## config.mk

```make
export PLATFORM = sky130hd
export DESIGN_NAME = ldie_exec
export DESIGN_NICKNAME = d
export VERILOG_FILES = /design/src/ldie_pkg.sv /design/src/ldie_exec.sv
export SDC_FILE = /design/constraint.sdc
export NUM_CORES = 1
export LEC_CHECK = 0
export ABC_AREA = 1
export BUFFER_PORTS_ARGS = -buffer_cell sky130_fd_sc_hd__buf_4
export CAP_MARGIN = 0
export CORE_AREA = 2 2 137 99
export CTS_CLUSTER_DIAMETER = 120
export DETAILED_ROUTE_END_ITERATION = 12
export DIE_AREA = 0 0 139 101
export HOLD_SLACK_MARGIN = 0.03
export PLACE_DENSITY = 0.8
export SLEW_MARGIN = 20
export SYNTH_ARGS = -nofsm -noshare
export SYNTH_HDL_FRONTEND = slang
export SYNTH_SLANG_ARGS = --single-unit
export TNS_END_PERCENT = 10
```

## constraint.sdc

```tcl
create_clock -name clk_sys -period 4.67 [get_ports clk_sys]
set_input_delay 0.7005 -clock clk_sys [delete_from_list [all_inputs] [get_ports clk_sys]]
set_output_delay 0.7005 -clock clk_sys [all_outputs]
set_load 0.01 [all_outputs]
```

## src/ldie_pkg.sv

```systemverilog
// Constants, opcode patterns and state encoding for the loop, decrement and increment executor.
// Assumes one machine cycle spans a fixed number of core clocks on the single machine clock.
// Function
// - Loop instruction subtracts one, writes back, branches only when the result is nonzero.
// - Register loop form is 11011rrr plus offset byte; two bytes, two machine cycles.
// - Program counter first advances past the instruction; taken branch adds offset to it.
// - One loop instruction delays from 2 to 512 machine cycles, two per pass.
// - Port operands for loop and increment come from the output latch, not pins.
// - Byte increment adds one modulo 256, FF wraps to 00, flags untouched.
// - Byte increment works on working register, direct byte, indirect byte and accumulator.
// - Direct increment is 00000101 plus address byte; two bytes, one machine cycle.
// - Pointer increment is a 16-bit add of one; low byte carries into high byte.
// - Only the 16-bit data pointer has a 16-bit increment path.
// - Loop offset is a signed byte, the last byte, added to the advanced counter.
// - Loop operand zero wraps to FF; register or direct operand only; flags untouched.
package ldie_pkg;

    // ==========================================================
    // Opcode patterns
    localparam logic [7:0] OP_INC_ACC    = 8'h04;
    localparam logic [7:0] OP_INC_DIR    = 8'h05;
    localparam logic [7:0] OP_INC_DATA_POINTER16   = 8'hA3;
    localparam logic [4:0] OP_DECREMENT_BRANCH_NONZERO_RN_HI = 5'h1B;
    localparam logic [4:0] OP_INC_RN_HI  = 5'h01;
    localparam logic [6:0] OP_INC_IND_HI = 7'h03;

    // ==========================================================
    // Timing and lengths
    localparam logic [3:0]  CLK_PER_MC = 4'h4;
    localparam logic [3:0]  CYC_ONE    = CLK_PER_MC;
    localparam logic [3:0]  CYC_TWO    = 4'(CLK_PER_MC * 4'h2);
    localparam logic [3:0]  CNT_START  = 4'h1;
    localparam logic [15:0] LEN_ONE    = 16'h0001;
    localparam logic [15:0] LEN_TWO    = 16'h0002;
    localparam logic [15:0] LEN_THREE  = 16'h0003;

    // ==========================================================
    // Operand spaces and reset values
    localparam logic [1:0]  SP_REG     = 2'h0;
    localparam logic [1:0]  SP_DIR     = 2'h1;
    localparam logic [1:0]  SP_IND     = 2'h2;
    localparam logic [7:0]  BYTE_RST   = 8'h00;
    localparam logic [15:0] WORD_RST   = 16'h0000;

    typedef enum logic [4:0] {
        ST_IDLE  = 5'h01,
        ST_PTR   = 5'h02,
        ST_READ  = 5'h04,
        ST_WRITE = 5'h08,
        ST_WAIT  = 5'h10
    } ldie_state_t;

endpackage

```

## src/ldie_exec.sv

```systemverilog
// Executor for the loop-decrement branch, byte increment and data pointer increment.
// Assumes an asynchronous-read operand store: rd_data is valid in the cycle rd_en is high.
`timescale 1ns/1ps

module ldie_exec
    import ldie_pkg::*;
#(
    parameter logic [7:0] OP_DECREMENT_BRANCH_NONZERO_DIR = 8'hD5
)
(
    input  wire logic        clk_sys,
    input  wire logic        sys_rst,
    input  wire logic        issue,
    input  wire logic [7:0]  opcode,
    input  wire logic [7:0]  byte2,
    input  wire logic [7:0]  byte3,
    input  wire logic [15:0] pc_in,
    input  wire logic [7:0]  acc_in,
    input  wire logic [15:0] data_pointer16_in,
    input  wire logic [7:0]  rd_data,
    output logic             busy_r,
    output logic             done_r,
    output logic             illegal_r,
    output logic             rd_en_r,
    output logic [1:0]       rd_space_r,
    output logic [7:0]       rd_addr_r,
    output logic             rd_latch_r,
    output logic             wr_en_r,
    output logic [1:0]       wr_space_r,
    output logic [7:0]       wr_addr_r,
    output logic [7:0]       wr_data_r,
    output logic             acc_we_r,
    output logic [7:0]       acc_wdata_r,
    output logic             data_pointer16_we_r,
    output logic [15:0]      data_pointer16_wdata_r,
    output logic             pc_we_r,
    output logic [15:0]      pc_wdata_r
);

    // ==========================================================
    // Decode
    ldie_state_t state_r;
    ldie_state_t state_nxt;
    logic [7:0]  op_r;
    logic [7:0]  b2_r;
    logic [7:0]  b3_r;
    logic [15:0] pc_r;
    logic [15:0] len_r;
    logic [3:0]  cyc_r;
    logic [3:0]  cnt_r;
    logic [7:0]  opnd_r;
    logic [7:0]  res_r;
    logic [1:0]  tgt_space_r;
    logic [7:0]  tgt_addr_r;

    wire         st_idle     = (state_r == ST_IDLE);
    wire         issue_ok    = issue && st_idle;
    wire [7:0]   dec_op      = st_idle ? opcode : op_r;
    wire         f_decrement_branch_nonzero_rn   = (dec_op[7:3] == OP_DECREMENT_BRANCH_NONZERO_RN_HI);
    wire         f_decrement_branch_nonzero_dir  = (dec_op == OP_DECREMENT_BRANCH_NONZERO_DIR);
    wire         f_inc_acc   = (dec_op == OP_INC_ACC);
    wire         f_inc_rn    = (dec_op[7:3] == OP_INC_RN_HI);
    wire         f_inc_dir   = (dec_op == OP_INC_DIR);
    wire         f_inc_ind   = (dec_op[7:1] == OP_INC_IND_HI);
    wire         f_inc_data_pointer16  = (dec_op == OP_INC_DATA_POINTER16);
    wire         f_decrement_branch_nonzero      = f_decrement_branch_nonzero_rn || f_decrement_branch_nonzero_dir;
    wire         f_legal     = f_decrement_branch_nonzero || f_inc_acc || f_inc_rn || f_inc_dir || f_inc_ind
                               || f_inc_data_pointer16;
    wire         f_direct    = f_decrement_branch_nonzero_dir || f_inc_dir;
    wire [3:0]   op_cycles   = (f_decrement_branch_nonzero || f_inc_data_pointer16) ? CYC_TWO : CYC_ONE;
    wire [15:0]  op_len      = f_decrement_branch_nonzero_dir ? LEN_THREE :
                               (f_decrement_branch_nonzero_rn || f_inc_dir) ? LEN_TWO : LEN_ONE;
    wire [1:0]   first_space = f_direct ? SP_DIR : SP_REG;
    wire [7:0]   first_addr  = f_inc_ind ? {7'h00, opcode[0]} :
                               f_direct ? byte2 : {5'h00, opcode[2:0]};

    // ==========================================================
    // Arithmetic
    wire [7:0]   opnd_src    = f_inc_acc ? acc_in : opnd_r;
    wire [7:0]   res_val     = f_decrement_branch_nonzero ? 8'(opnd_src - 8'h01) : 8'(opnd_src + 8'h01);
    wire [15:0]  data_pointer16_inc    = 16'(data_pointer16_in + 16'h0001);
    wire [7:0]   rel         = f_decrement_branch_nonzero_rn ? b2_r : b3_r;
    wire [15:0]  seq_pc      = 16'(pc_r + len_r);
    wire [15:0]  tgt_pc      = 16'(seq_pc + {{8{rel[7]}}, rel});
    wire         taken       = f_decrement_branch_nonzero && (res_r != BYTE_RST);
    wire         finish      = (cnt_r == 4'(cyc_r - 4'h1));
    wire         in_write    = (state_r == ST_WRITE);
    wire         ending      = (in_write || state_r == ST_WAIT) && finish;
    wire         op_decrement_branch_nonzero     = (op_r[7:3] == OP_DECREMENT_BRANCH_NONZERO_RN_HI) || (op_r == OP_DECREMENT_BRANCH_NONZERO_DIR);

    // ==========================================================
    // Sequencer
    always_comb
    begin
        state_nxt = state_r;
        unique case (state_r)
            ST_IDLE:
            begin
                if (issue)
                begin
                    if (!f_legal)
                        state_nxt = ST_WAIT;
                    else if (f_inc_acc || f_inc_data_pointer16)
                        state_nxt = ST_WRITE;
                    else if (f_inc_ind)
                        state_nxt = ST_PTR;
                    else
                        state_nxt = ST_READ;
                end
            end
            ST_PTR:   state_nxt = ST_READ;
            ST_READ:  state_nxt = ST_WRITE;
            ST_WRITE: state_nxt = finish ? ST_IDLE : ST_WAIT;
            ST_WAIT:  state_nxt = finish ? ST_IDLE : ST_WAIT;
            default:  state_nxt = ST_IDLE;
        endcase
    end

    always_ff @(posedge clk_sys)
    begin
        if (sys_rst)
        begin
            state_r <= ST_IDLE;
            cnt_r   <= CNT_START;
            busy_r  <= 1'b0;
        end
        else
        begin
            state_r <= state_nxt;
            cnt_r   <= st_idle ? CNT_START : 4'(cnt_r + 4'h1);
            busy_r  <= (state_nxt != ST_IDLE);
        end
    end

    always_ff @(posedge clk_sys)
    begin
        if (sys_rst)
        begin
            op_r  <= BYTE_RST;
            b2_r  <= BYTE_RST;
            b3_r  <= BYTE_RST;
            pc_r  <= WORD_RST;
            len_r <= LEN_ONE;
            cyc_r <= CYC_ONE;
        end
        else if (issue_ok)
        begin
            op_r  <= opcode;
            b2_r  <= byte2;
            b3_r  <= byte3;
            pc_r  <= pc_in;
            len_r <= f_legal ? op_len : LEN_ONE;
            cyc_r <= f_legal ? op_cycles : CYC_ONE;
        end
    end

    // ==========================================================
    // Operand read and write-back
    // The latch select is held high on every read: all reads here except the indirect pointer fetch are read-modify-write.
    always_ff @(posedge clk_sys)
    begin
        if (sys_rst)
        begin
            rd_en_r     <= 1'b0;
            rd_space_r  <= SP_REG;
            rd_addr_r   <= BYTE_RST;
            rd_latch_r  <= 1'b0;
            tgt_space_r <= SP_REG;
            tgt_addr_r  <= BYTE_RST;
            opnd_r      <= BYTE_RST;
        end
        else
        begin
            rd_en_r    <= (issue_ok && f_legal && !f_inc_acc && !f_inc_data_pointer16)
                          || (state_r == ST_PTR);
            rd_latch_r <= (issue_ok && f_legal && !f_inc_acc && !f_inc_data_pointer16)
                          || (state_r == ST_PTR);
            if (issue_ok)
            begin
                rd_space_r  <= first_space;
                rd_addr_r   <= first_addr;
                tgt_space_r <= first_space;
                tgt_addr_r  <= first_addr;
            end
            else if (state_r == ST_PTR)
            begin
                rd_space_r  <= SP_IND;
                rd_addr_r   <= rd_data;
                tgt_space_r <= SP_IND;
                tgt_addr_r  <= rd_data;
            end
            if (state_r == ST_READ)
                opnd_r <= rd_data;
        end
    end

    // Flags never appear here: no path exists that could alter them.
    always_ff @(posedge clk_sys)
    begin
        if (sys_rst)
        begin
            wr_en_r      <= 1'b0;
            wr_space_r   <= SP_REG;
            wr_addr_r    <= BYTE_RST;
            wr_data_r    <= BYTE_RST;
            acc_we_r     <= 1'b0;
            acc_wdata_r  <= BYTE_RST;
            data_pointer16_we_r    <= 1'b0;
            data_pointer16_wdata_r <= WORD_RST;
            res_r        <= BYTE_RST;
        end
        else
        begin
            wr_en_r   <= in_write && !f_inc_acc && !f_inc_data_pointer16;
            acc_we_r  <= in_write && f_inc_acc;
            data_pointer16_we_r <= in_write && f_inc_data_pointer16;
            if (in_write)
            begin
                wr_space_r   <= tgt_space_r;
                wr_addr_r    <= tgt_addr_r;
                wr_data_r    <= res_val;
                acc_wdata_r  <= res_val;
                data_pointer16_wdata_r <= data_pointer16_inc;
                res_r        <= res_val;
            end
        end
    end

    always_ff @(posedge clk_sys)
    begin
        if (sys_rst)
        begin
            done_r     <= 1'b0;
            illegal_r  <= 1'b0;
            pc_we_r    <= 1'b0;
            pc_wdata_r <= WORD_RST;
        end
        else
        begin
            done_r    <= ending;
            pc_we_r   <= ending;
            illegal_r <= ending && !f_legal;
            if (ending)
                pc_wdata_r <= taken ? tgt_pc : seq_pc;
        end
    end

    // ==========================================================
    // Assertions
    property p_branch_target;
        @(posedge clk_sys) disable iff (sys_rst)
        (pc_we_r && op_decrement_branch_nonzero) |->
            (pc_wdata_r == ((res_r != 8'h00) ? tgt_pc : seq_pc));
    endproperty
    a_branch_target: assert property (p_branch_target) else $error("loop branch target wrong");

    property p_decrement_branch_nonzero_rn_time;
        @(posedge clk_sys) disable iff (sys_rst)
        (issue_ok && opcode[7:3] == 5'h1B) |-> ##1 !done_r [*7] ##1 done_r;
    endproperty
    a_decrement_branch_nonzero_rn_time: assert property (p_decrement_branch_nonzero_rn_time) else $error("register loop not 8 clocks");

    property p_inc_dir_time;
        @(posedge clk_sys) disable iff (sys_rst)
        (issue_ok && opcode == 8'h05) |-> ##4 (done_r && pc_wdata_r == $past(pc_in, 4) + 16'h2);
    endproperty
    a_inc_dir_time: assert property (p_inc_dir_time) else $error("direct increment timing");

    property p_data_pointer16_time;
        @(posedge clk_sys) disable iff (sys_rst)
        (issue_ok && opcode == 8'hA3) |-> ##2 data_pointer16_we_r ##6 (done_r && !data_pointer16_we_r);
    endproperty
    a_data_pointer16_time: assert property (p_data_pointer16_time) else $error("pointer increment timing");

    property p_data_pointer16_only;
        @(posedge clk_sys) disable iff (sys_rst)
        data_pointer16_we_r |-> (op_r == 8'hA3 && !wr_en_r && !acc_we_r);
    endproperty
    a_data_pointer16_only: assert property (p_data_pointer16_only) else $error("16-bit write from wrong op");

    property p_latch_read;
        @(posedge clk_sys) disable iff (sys_rst)
        rd_en_r |-> rd_latch_r;
    endproperty
    a_latch_read: assert property (p_latch_read) else $error("read not from latch");

    property p_inc_value;
        @(posedge clk_sys) disable iff (sys_rst)
        (wr_en_r && !op_decrement_branch_nonzero) |-> (wr_data_r == 8'(opnd_r + 8'h01));
    endproperty
    a_inc_value: assert property (p_inc_value) else $error("increment value wrong");

    property p_dec_value;
        @(posedge clk_sys) disable iff (sys_rst)
        (wr_en_r && op_decrement_branch_nonzero) |-> (wr_data_r == 8'(opnd_r - 8'h01) && wr_space_r != 2'h2);
    endproperty
    a_dec_value: assert property (p_dec_value) else $error("loop decrement wrong");

    property p_ptr_select;
        @(posedge clk_sys) disable iff (sys_rst)
        (issue_ok && opcode[7:1] == 7'h03) |->
            ##1 (rd_en_r && rd_addr_r == {7'h00, $past(opcode[0])}) ##1 (rd_space_r == 2'h2);
    endproperty
    a_ptr_select: assert property (p_ptr_select) else $error("pointer select wrong");

    c_taken:   cover property (@(posedge clk_sys) pc_we_r && op_decrement_branch_nonzero && res_r != 8'h00);
    c_fall:    cover property (@(posedge clk_sys) pc_we_r && op_decrement_branch_nonzero && res_r == 8'h00);
    c_ind_inc: cover property (@(posedge clk_sys) wr_en_r && wr_space_r == 2'h2);
    c_data_pointer16:    cover property (@(posedge clk_sys) data_pointer16_we_r && data_pointer16_in[7:0] == 8'hFF);

endmodule

```

==> results.cfg, run 1 <==
[final_layout]
drive_above_1_share = 0.205
multiInputGateArea_mm2 = 0.00361
seqCellArea_mm2 = 0.00256
nets = 1172
final_cell_mix = buf_4, nand2_1, dfxtp_1, inv_1, nor2_1
final_common_cell = buf_4
fillers = 1099
synthToLayoutAreaGrowth_pct = 25.3
antenna_cells = 0
finish.utilization = 0.675

[yosys]
synthTopCellsByArea = dfxtp_1, nand2_1, o21ai_0, inv_1, nor2_1
synthesis.nets = 1043
yosys_warnings = 0
async_flop_share = 0
ys_types = 47
ys.flop_type = dfxtp_1
yosys.area.top_type = dfxtp_1
synth_seq_cells = 128
syn-cell-area_mm2 = 0.00689
syn_inst = 940
synth.top_cell.area_share = 0.372
synth_edf_count = 0
avgSynthCellArea_um2 = 7.33
ys_seq_area_frac = 0.372

[timing]
hold_viol_final = 0
slew_headroom = 0.393
setup_viol = 0
clock_skew_ns = 0.0107
rsz0062_at_grt = false
max_freq_ghz = 0.243
min_period_over_period = 0.883
tns_ns = 0
fin_crit_ns = 4.12
tightest_slew_ns = 0.905
slew_violations = 0

[global_route]
use_met3 = 0.0537
gr-usage-all-layers = 0.274
first_global_vias = 6266
grt.busiest_layer = met2
antenna_found_initial = 0
grt_start_max_net_pins = 47
grtUsageMet2 = 0.444
met1_usage = 0.368
grt-ovfl-total = 0
grt_pass1_wl_um = 30900

[flow_run]
drv_cap = 0

[worst_setup_path]
cp.arrival_ns = 4.44
r2r-start = state_r[4]
startpoint_type = flop
cpPeakStageDelay_ns = 0.48
crit_family = compound AO/OA/AOI/OAI gates
cp.buffers_inverters = 4
crit_type = reg -> reg
cp-end-kind = flop
crit_required_ns = 4.98
critPathSlowestCell = fa_1
worst-r2r-setup-slack_ns = 0.55
r2r_end = pc_wdata_r[10]
r2r_cells = 19
path_cells = inv_1, nand3_4, nand2_1, nand2_1, inv_1, nand2_1, nor2_4, nand2_4, o21ai_0, inv_1, fa_1, o21ai_1, a21boi_0, o21ai_0, a21boi_0, or2_2, nand3_1, a21o_1, inv_1
crit_fanout = 17
crit_top_cell = inv_1

[die]
start_util = 0.539
die_area_mm2 = 0.0140
rows = 35
die_w_um = 139
coreArea_mm2 = 0.0128
io_pins = 152
die_height_um = 101

[power]
ir_worst_vdd_uv = 314
p_comb_frac = 0.238
total_power_w = 0.00344
switchingPower_w = 0.00108
cellLeakagePower_nw = 4.24
p_seq_frac = 0.360
clock_power_share = 0.402
internal_power_w = 0.00237
power_density_mw_per_mm2 = 399
swShare = 0.313

[min_path]
min_from = cnt_r[0]
min_to = cnt_r[0]
hold_path_depth = 1
hp-class = reg -> reg

[clock_tree]
clk_pin_slew_ns = 0.06
clkSinkCount = 128
htreeDepth = 4
cts_tree = yes
clockBufferDepth = 2
numCtsBuffers = 17
clock-root-buffer = clkbuf_16
cts_post_setup_buffers_inserted = 0
clk_latency_ns = 0.42

[routing]
vias = 6706
viasPerCell = 5.37
drt_pass1_iterations = 6
routed_wl_um = 18900
drt_iter0_markers = 558
wl_per_cell_um = 15.1
drc_errors = 0
postRouteAntennaNets = 0

[status]
status = finished clean

[placed_design]
place_congestion = 0.937
portBuffers = 151
dp_hpwl_um = 13600
==> cells by family after synthesis <==
group / share of synthesized area
compound gates: 0.174
mux: 0.00981
simple gates: 0.236
buf+inv: 0.104
xor+xnor: 0.0509
flops: 0.372
fa+ha+maj: 0.0541
==> routing by layer <==
| metal | share of wire | routed length [um] |
|---|---|---|
| met2 | 0.46 | 8630 |
| met4 | 0.022 | 408 |
| met1 | 0.45 | 8580 |
| met3 | 0.067 | 1260 |
| met5 | 0 | 0 |
==> how the worst max path moves through the flow <==
stage	from	to	slack, ns	cells after the start
global placement	opcode[5]	pc_wdata_r[10]	0.67	19
CTS	state_r[4]	pc_wdata_r[10]	0.44	19
floorplan	opcode[5]	pc_wdata_r[10]	0.99	19
detailed placement	state_r[4]	pc_wdata_r[10]	0.55	19
global route	state_r[4]	pc_wdata_r[10]	0.12	19
finish	state_r[4]	pc_wdata_r[10]	0.55	19
==> state kept, by name, indices dropped and copies added (netlist names), 5 cells and up <==
| name | flops |
|---|---|
| data_pointer16_wdata_r | 16 |
| pc_r | 16 |
| pc_wdata_r | 16 |
| b2_r | 8 |
| b3_r | 8 |
| op_r | 8 |
| opnd_r | 8 |
| res_r | 8 |
| tgt_addr_r | 8 |
| wr_addr_r | 8 |
| state_r | 5 |
==> power groups by stage <==
stage	Sequential (W)	Clock [W]	Combinational [W]
detailed placement	0.00126	0	0.000801
global placement	0.00126	0	0.000781
finish	0.00124	0.00138	0.000820
CTS	0.00124	0.00139	0.000814
global route	0.00125	0.00144	0.000920
floorplan	0.00125	0	0.000582
==> synthesized netlist by cell type, drive strengths merged (8+ instances only) <==
library cell / n
nor2: 108
nor3: 9
xor2: 31
dfxtp: 128
o21ai: 98
nand2: 165
o22ai: 13
nand3: 48
a22o: 10
o211ai: 9
inv: 121
xnor2: 9
a21oi: 54
clkbuf: 21
ha: 25
buf: 25
a21o: 8
nand4: 18
==> repair_timing <==
item	in CTS	in global routing
hold buffers	0	0
endpoints found under the setup margin	0	1
gates resized for setup	0	1
==> through the flow <==
| stage | hold slack, ns | cell area [um^2] | cells | worst slack [ns] |
|---|---|---|---|---|
| 2_1_floorplan | 0.398 | 6890 | 940 | 0.990 |
| 3_3_place_gp | 0.420 | 8020 | 1216 | 0.669 |
| 3_5_place_dp | 0.423 | 8020 | 1216 | 0.551 |
| 4_1_cts | 0.438 | 8630 | 1248 | 0.445 |
| 5_1_grt | 0.451 | 8630 | 1248 | 0.122 |
| 6_report | 0.440 | 8630 | 1248 | 0.548 |
==> cell type report <==
cell class	instances	area share
Tap cell	166	0.0241
Clock buffer	22	0.0561
Timing Repair Buffer	156	0.136
Clock inverter	10	0.0154
Sequential cell	128	0.297
Multi-Input combinational cell	642	0.418
Inverter	124	0.0539
Note: power is estimated with default switching activity, not from simulation.
==> inputs of run 2 (changes only) <==
--- a/config.mk
+++ b/config.mk
@@ -5,13 +5,13 @@
 export SDC_FILE = /design/constraint.sdc
 export NUM_CORES = 1
 export LEC_CHECK = 0
-export ABC_AREA = 1
+export ABC_AREA = 0
 export BUFFER_PORTS_ARGS = -buffer_cell sky130_fd_sc_hd__buf_4
 export CAP_MARGIN = 0
-export CORE_AREA = 2 2 137 99
+export CORE_AREA = 2 2 136 98
 export CTS_CLUSTER_DIAMETER = 120
 export DETAILED_ROUTE_END_ITERATION = 12
-export DIE_AREA = 0 0 139 101
+export DIE_AREA = 0 0 138 100
 export HOLD_SLACK_MARGIN = 0.03
 export PLACE_DENSITY = 0.8
 export SLEW_MARGIN = 20
==> constraint.sdc (replaced) <==
create_clock -name clk_sys -period 4.67 [get_ports clk_sys]
set_input_delay 0.934 -clock clk_sys [delete_from_list [all_inputs] [get_ports clk_sys]]
set_output_delay 0.934 -clock clk_sys [all_outputs]
set_load 0.01 [all_outputs]
==> run 2 against run 1 <==
Compared with the run above: fmax is 3.4% lower; sequential share of layout area is 0.31 points higher; largest cell class unchanged; cell area is 1.0% lower; register-to-register slack worse by 0.13 ns; combinational power is 41% lower; clock-buffer cell count is 3 lower; wire length is 1.1% lower; synthesized cell count is 11% lower; worst hold slack worse by 0.032 ns; core utilization is 0.24 points lower; global-route usage is 0.48 points lower; critical path depth is 5 lower.
==> results.cfg, run 2 <==
[worst_setup_path]
startpoint_type = input port
cp-end-kind = flop
crit_required_ns = 4.97
cp.arrival_ns = 4.57
crit_type = in -> reg
crit_fanout = 4

[yosys]
synth_seq_cells = 128
synth_edf_count = 0
synth_common_cells = nand2_1, dfxtp_1, a21oi_1, nor2_1, clkbuf_1
ys_seq_area_frac = 0.378
ys.flop_type = dfxtp_1
yosys_warnings = 0
avgSynthCellArea_um2 = 8.15
yosys.area.top_type = dfxtp_1
synthTopCellsByArea = dfxtp_1, nand2_1, a21oi_1, ha_1, nor2_1
syn-cell-area_mm2 = 0.00678
syn_inst = 832
synthesis.nets = 935
yosysMostFrequentCell = nand2_1
synth.top_cell.area_share = 0.378
ys_types = 64
async_flop_share = 0

[clock_tree]
clock-root-buffer = clkbuf_16
numCtsBuffers = 17
ctsHoldBuffers = 0
clkSinkCount = 128
ctsResizeCount = 0
htreeDepth = 4
cts_tree = yes
clk_pin_slew_ns = 0.06
cts_post_setup_buffers_inserted = 0
clockBufferDepth = 2
clk_latency_ns = 0.42

[die]
rows = 35
coreArea_mm2 = 0.0127
die_height_um = 100
die_w_um = 138
io_pins = 152
die_area_mm2 = 0.0138
start_util = 0.534

[final_layout]
multiInputGateArea_mm2 = 0.00393
nets = 1068
seqCellArea_mm2 = 0.00256
final_cell_mix = buf_4, nand2_1, dfxtp_1, a21oi_1, nor2_1
antenna_cells = 0
drive_above_1_share = 0.227
fillers = 1083
synthToLayoutAreaGrowth_pct = 26.0
final_common_cell = buf_4
reg.largest.list = data_pointer16_wdata_r (16), pc_r (16), pc_wdata_r (16)
final_area_mm2 = 0.00854

[timing]
hold_viol_final = 0
rsz0062_at_grt = false
clock_skew_ns = 0.0105
fin_crit_ns = 4.27
slew_violations = 0
max_freq_ghz = 0.234
setup_viol = 0
tightest_slew_ns = 0.914
min_period_over_period = 0.914
tns_ns = 0
slew_headroom = 0.390

[power]
power_density_mw_per_mm2 = 340
ir_worst_vdd_uv = 310
cellLeakagePower_nw = 3.71

[routing]
routed_wl_um = 18700
drt_iter0_markers = 472
drc_errors = 0
postRouteAntennaNets = 0
wl_per_cell_um = 16.3
viasPerCell = 5.69
vias = 6515
drt_pass1_iterations = 5

[global_route]
gr-usage-all-layers = 0.269
met1_usage = 0.393
grt_pass1_wl_um = 29900
use_met3 = 0.0902
first_global_vias = 5803
grt_start_max_net_pins = 65
antenna_found_initial = 0
grt.busiest_layer = met1
grt-ovfl-total = 0
grtUsageMet2 = 0.382

[placed_design]
dp_hpwl_um = 13600
placed_cell_area_mm2 = 0.00799
portBuffers = 151
place_congestion = 0.900

[flow_run]
drv_cap = 0

[status]
status = finished clean

[min_path]
hp-class = reg -> reg
[run 2: report_power, final]
part	leakage [nW]	internal [W]	switching, W
registers	1.04	0.00114	0.0000493
clock network	0.255	0.000701	0.000524
logic	2.41	0.000205	0.000279
total	3.71	0.00205	0.000852
[run 2: logic make-up (layout without fill, tap and decap cells)]
family	Yosys count	after routing	synth area share
AND/OR/NAND/NOR	337	337	0.230
AO/OA/AOI/OAI	193	193	0.181
flip-flops	128	128	0.378
buffers and inverters	66	212	0.0437
XOR/XNOR	45	45	0.0581
multiplexers	35	35	0.0544
adder cells (fa/ha/maj)	28	28	0.0550
[run 2: per-stage QoR]
| stage | cells | utilization | setup slack (ns) | total power, W | hold WS, ns |
|---|---|---|---|---|---|
| after detailed placement | 1112 | 0.629 | 0.0628 | 0.00169 | 0.396 |
| after floorplan | 832 | - | 0.348 | 0.00151 | 0.376 |
| after global routing | 1144 | 0.673 | 0.225 | 0.00303 | 0.438 |
| after CTS | 1144 | 0.673 | 0.445 | 0.00291 | 0.408 |
| final | 1144 | 0.673 | 0.401 | 0.00290 | 0.408 |
| after global placement | 1112 | 0.629 | 0.110 | 0.00168 | 0.391 |
[run 2: critical path: stages]
cell,delay [ns]
buf_4,0.12
nand4b_1,0.28
or4b_1,0.56
nand2_1,0.16
mux2_2,0.39
ha_1,0.32
a211o_1,0.31
a2111oi_0,0.41
buf_4,0.19
o41ai_1,0.08
a221oi_1,0.35
mux2i_1,0.26
xnor2_1,0.14
o21ai_1,0.07
[run 2: path summary, 6_finish.rpt]
check | endpoint | start | cells past startpoint | slack (ns)
max | pc_wdata_r[15] | opcode[5] | 14 | 0.40
min | cnt_r[0] | cnt_r[0] | 1 | 0.41
max reg2reg | pc_wdata_r[15] | state_r[4] | 13 | 0.42
min reg2reg | cnt_r[0] | cnt_r[0] | 1 | 0.41
[run 2: layer usage]
metal | part of all wire | vias to the layer above
met2 | 0.41 | 242
met3 | 0.091 | 20
met5 | 0 | -
met1 | 0.49 | 3031
met4 | 0.0098 | 0
li1 | - | 3222
[run 2: final cells by class]
cell class / instances / area share
Tap cell: 166 / 0.0243
Clock inverter: 13 / 0.0124
Clock buffer: 19 / 0.0518
Multi-Input combinational cell: 638 / 0.459
Timing Repair Buffer: 166 / 0.146
Inverter: 14 / 0.00615
Sequential cell: 128 / 0.300
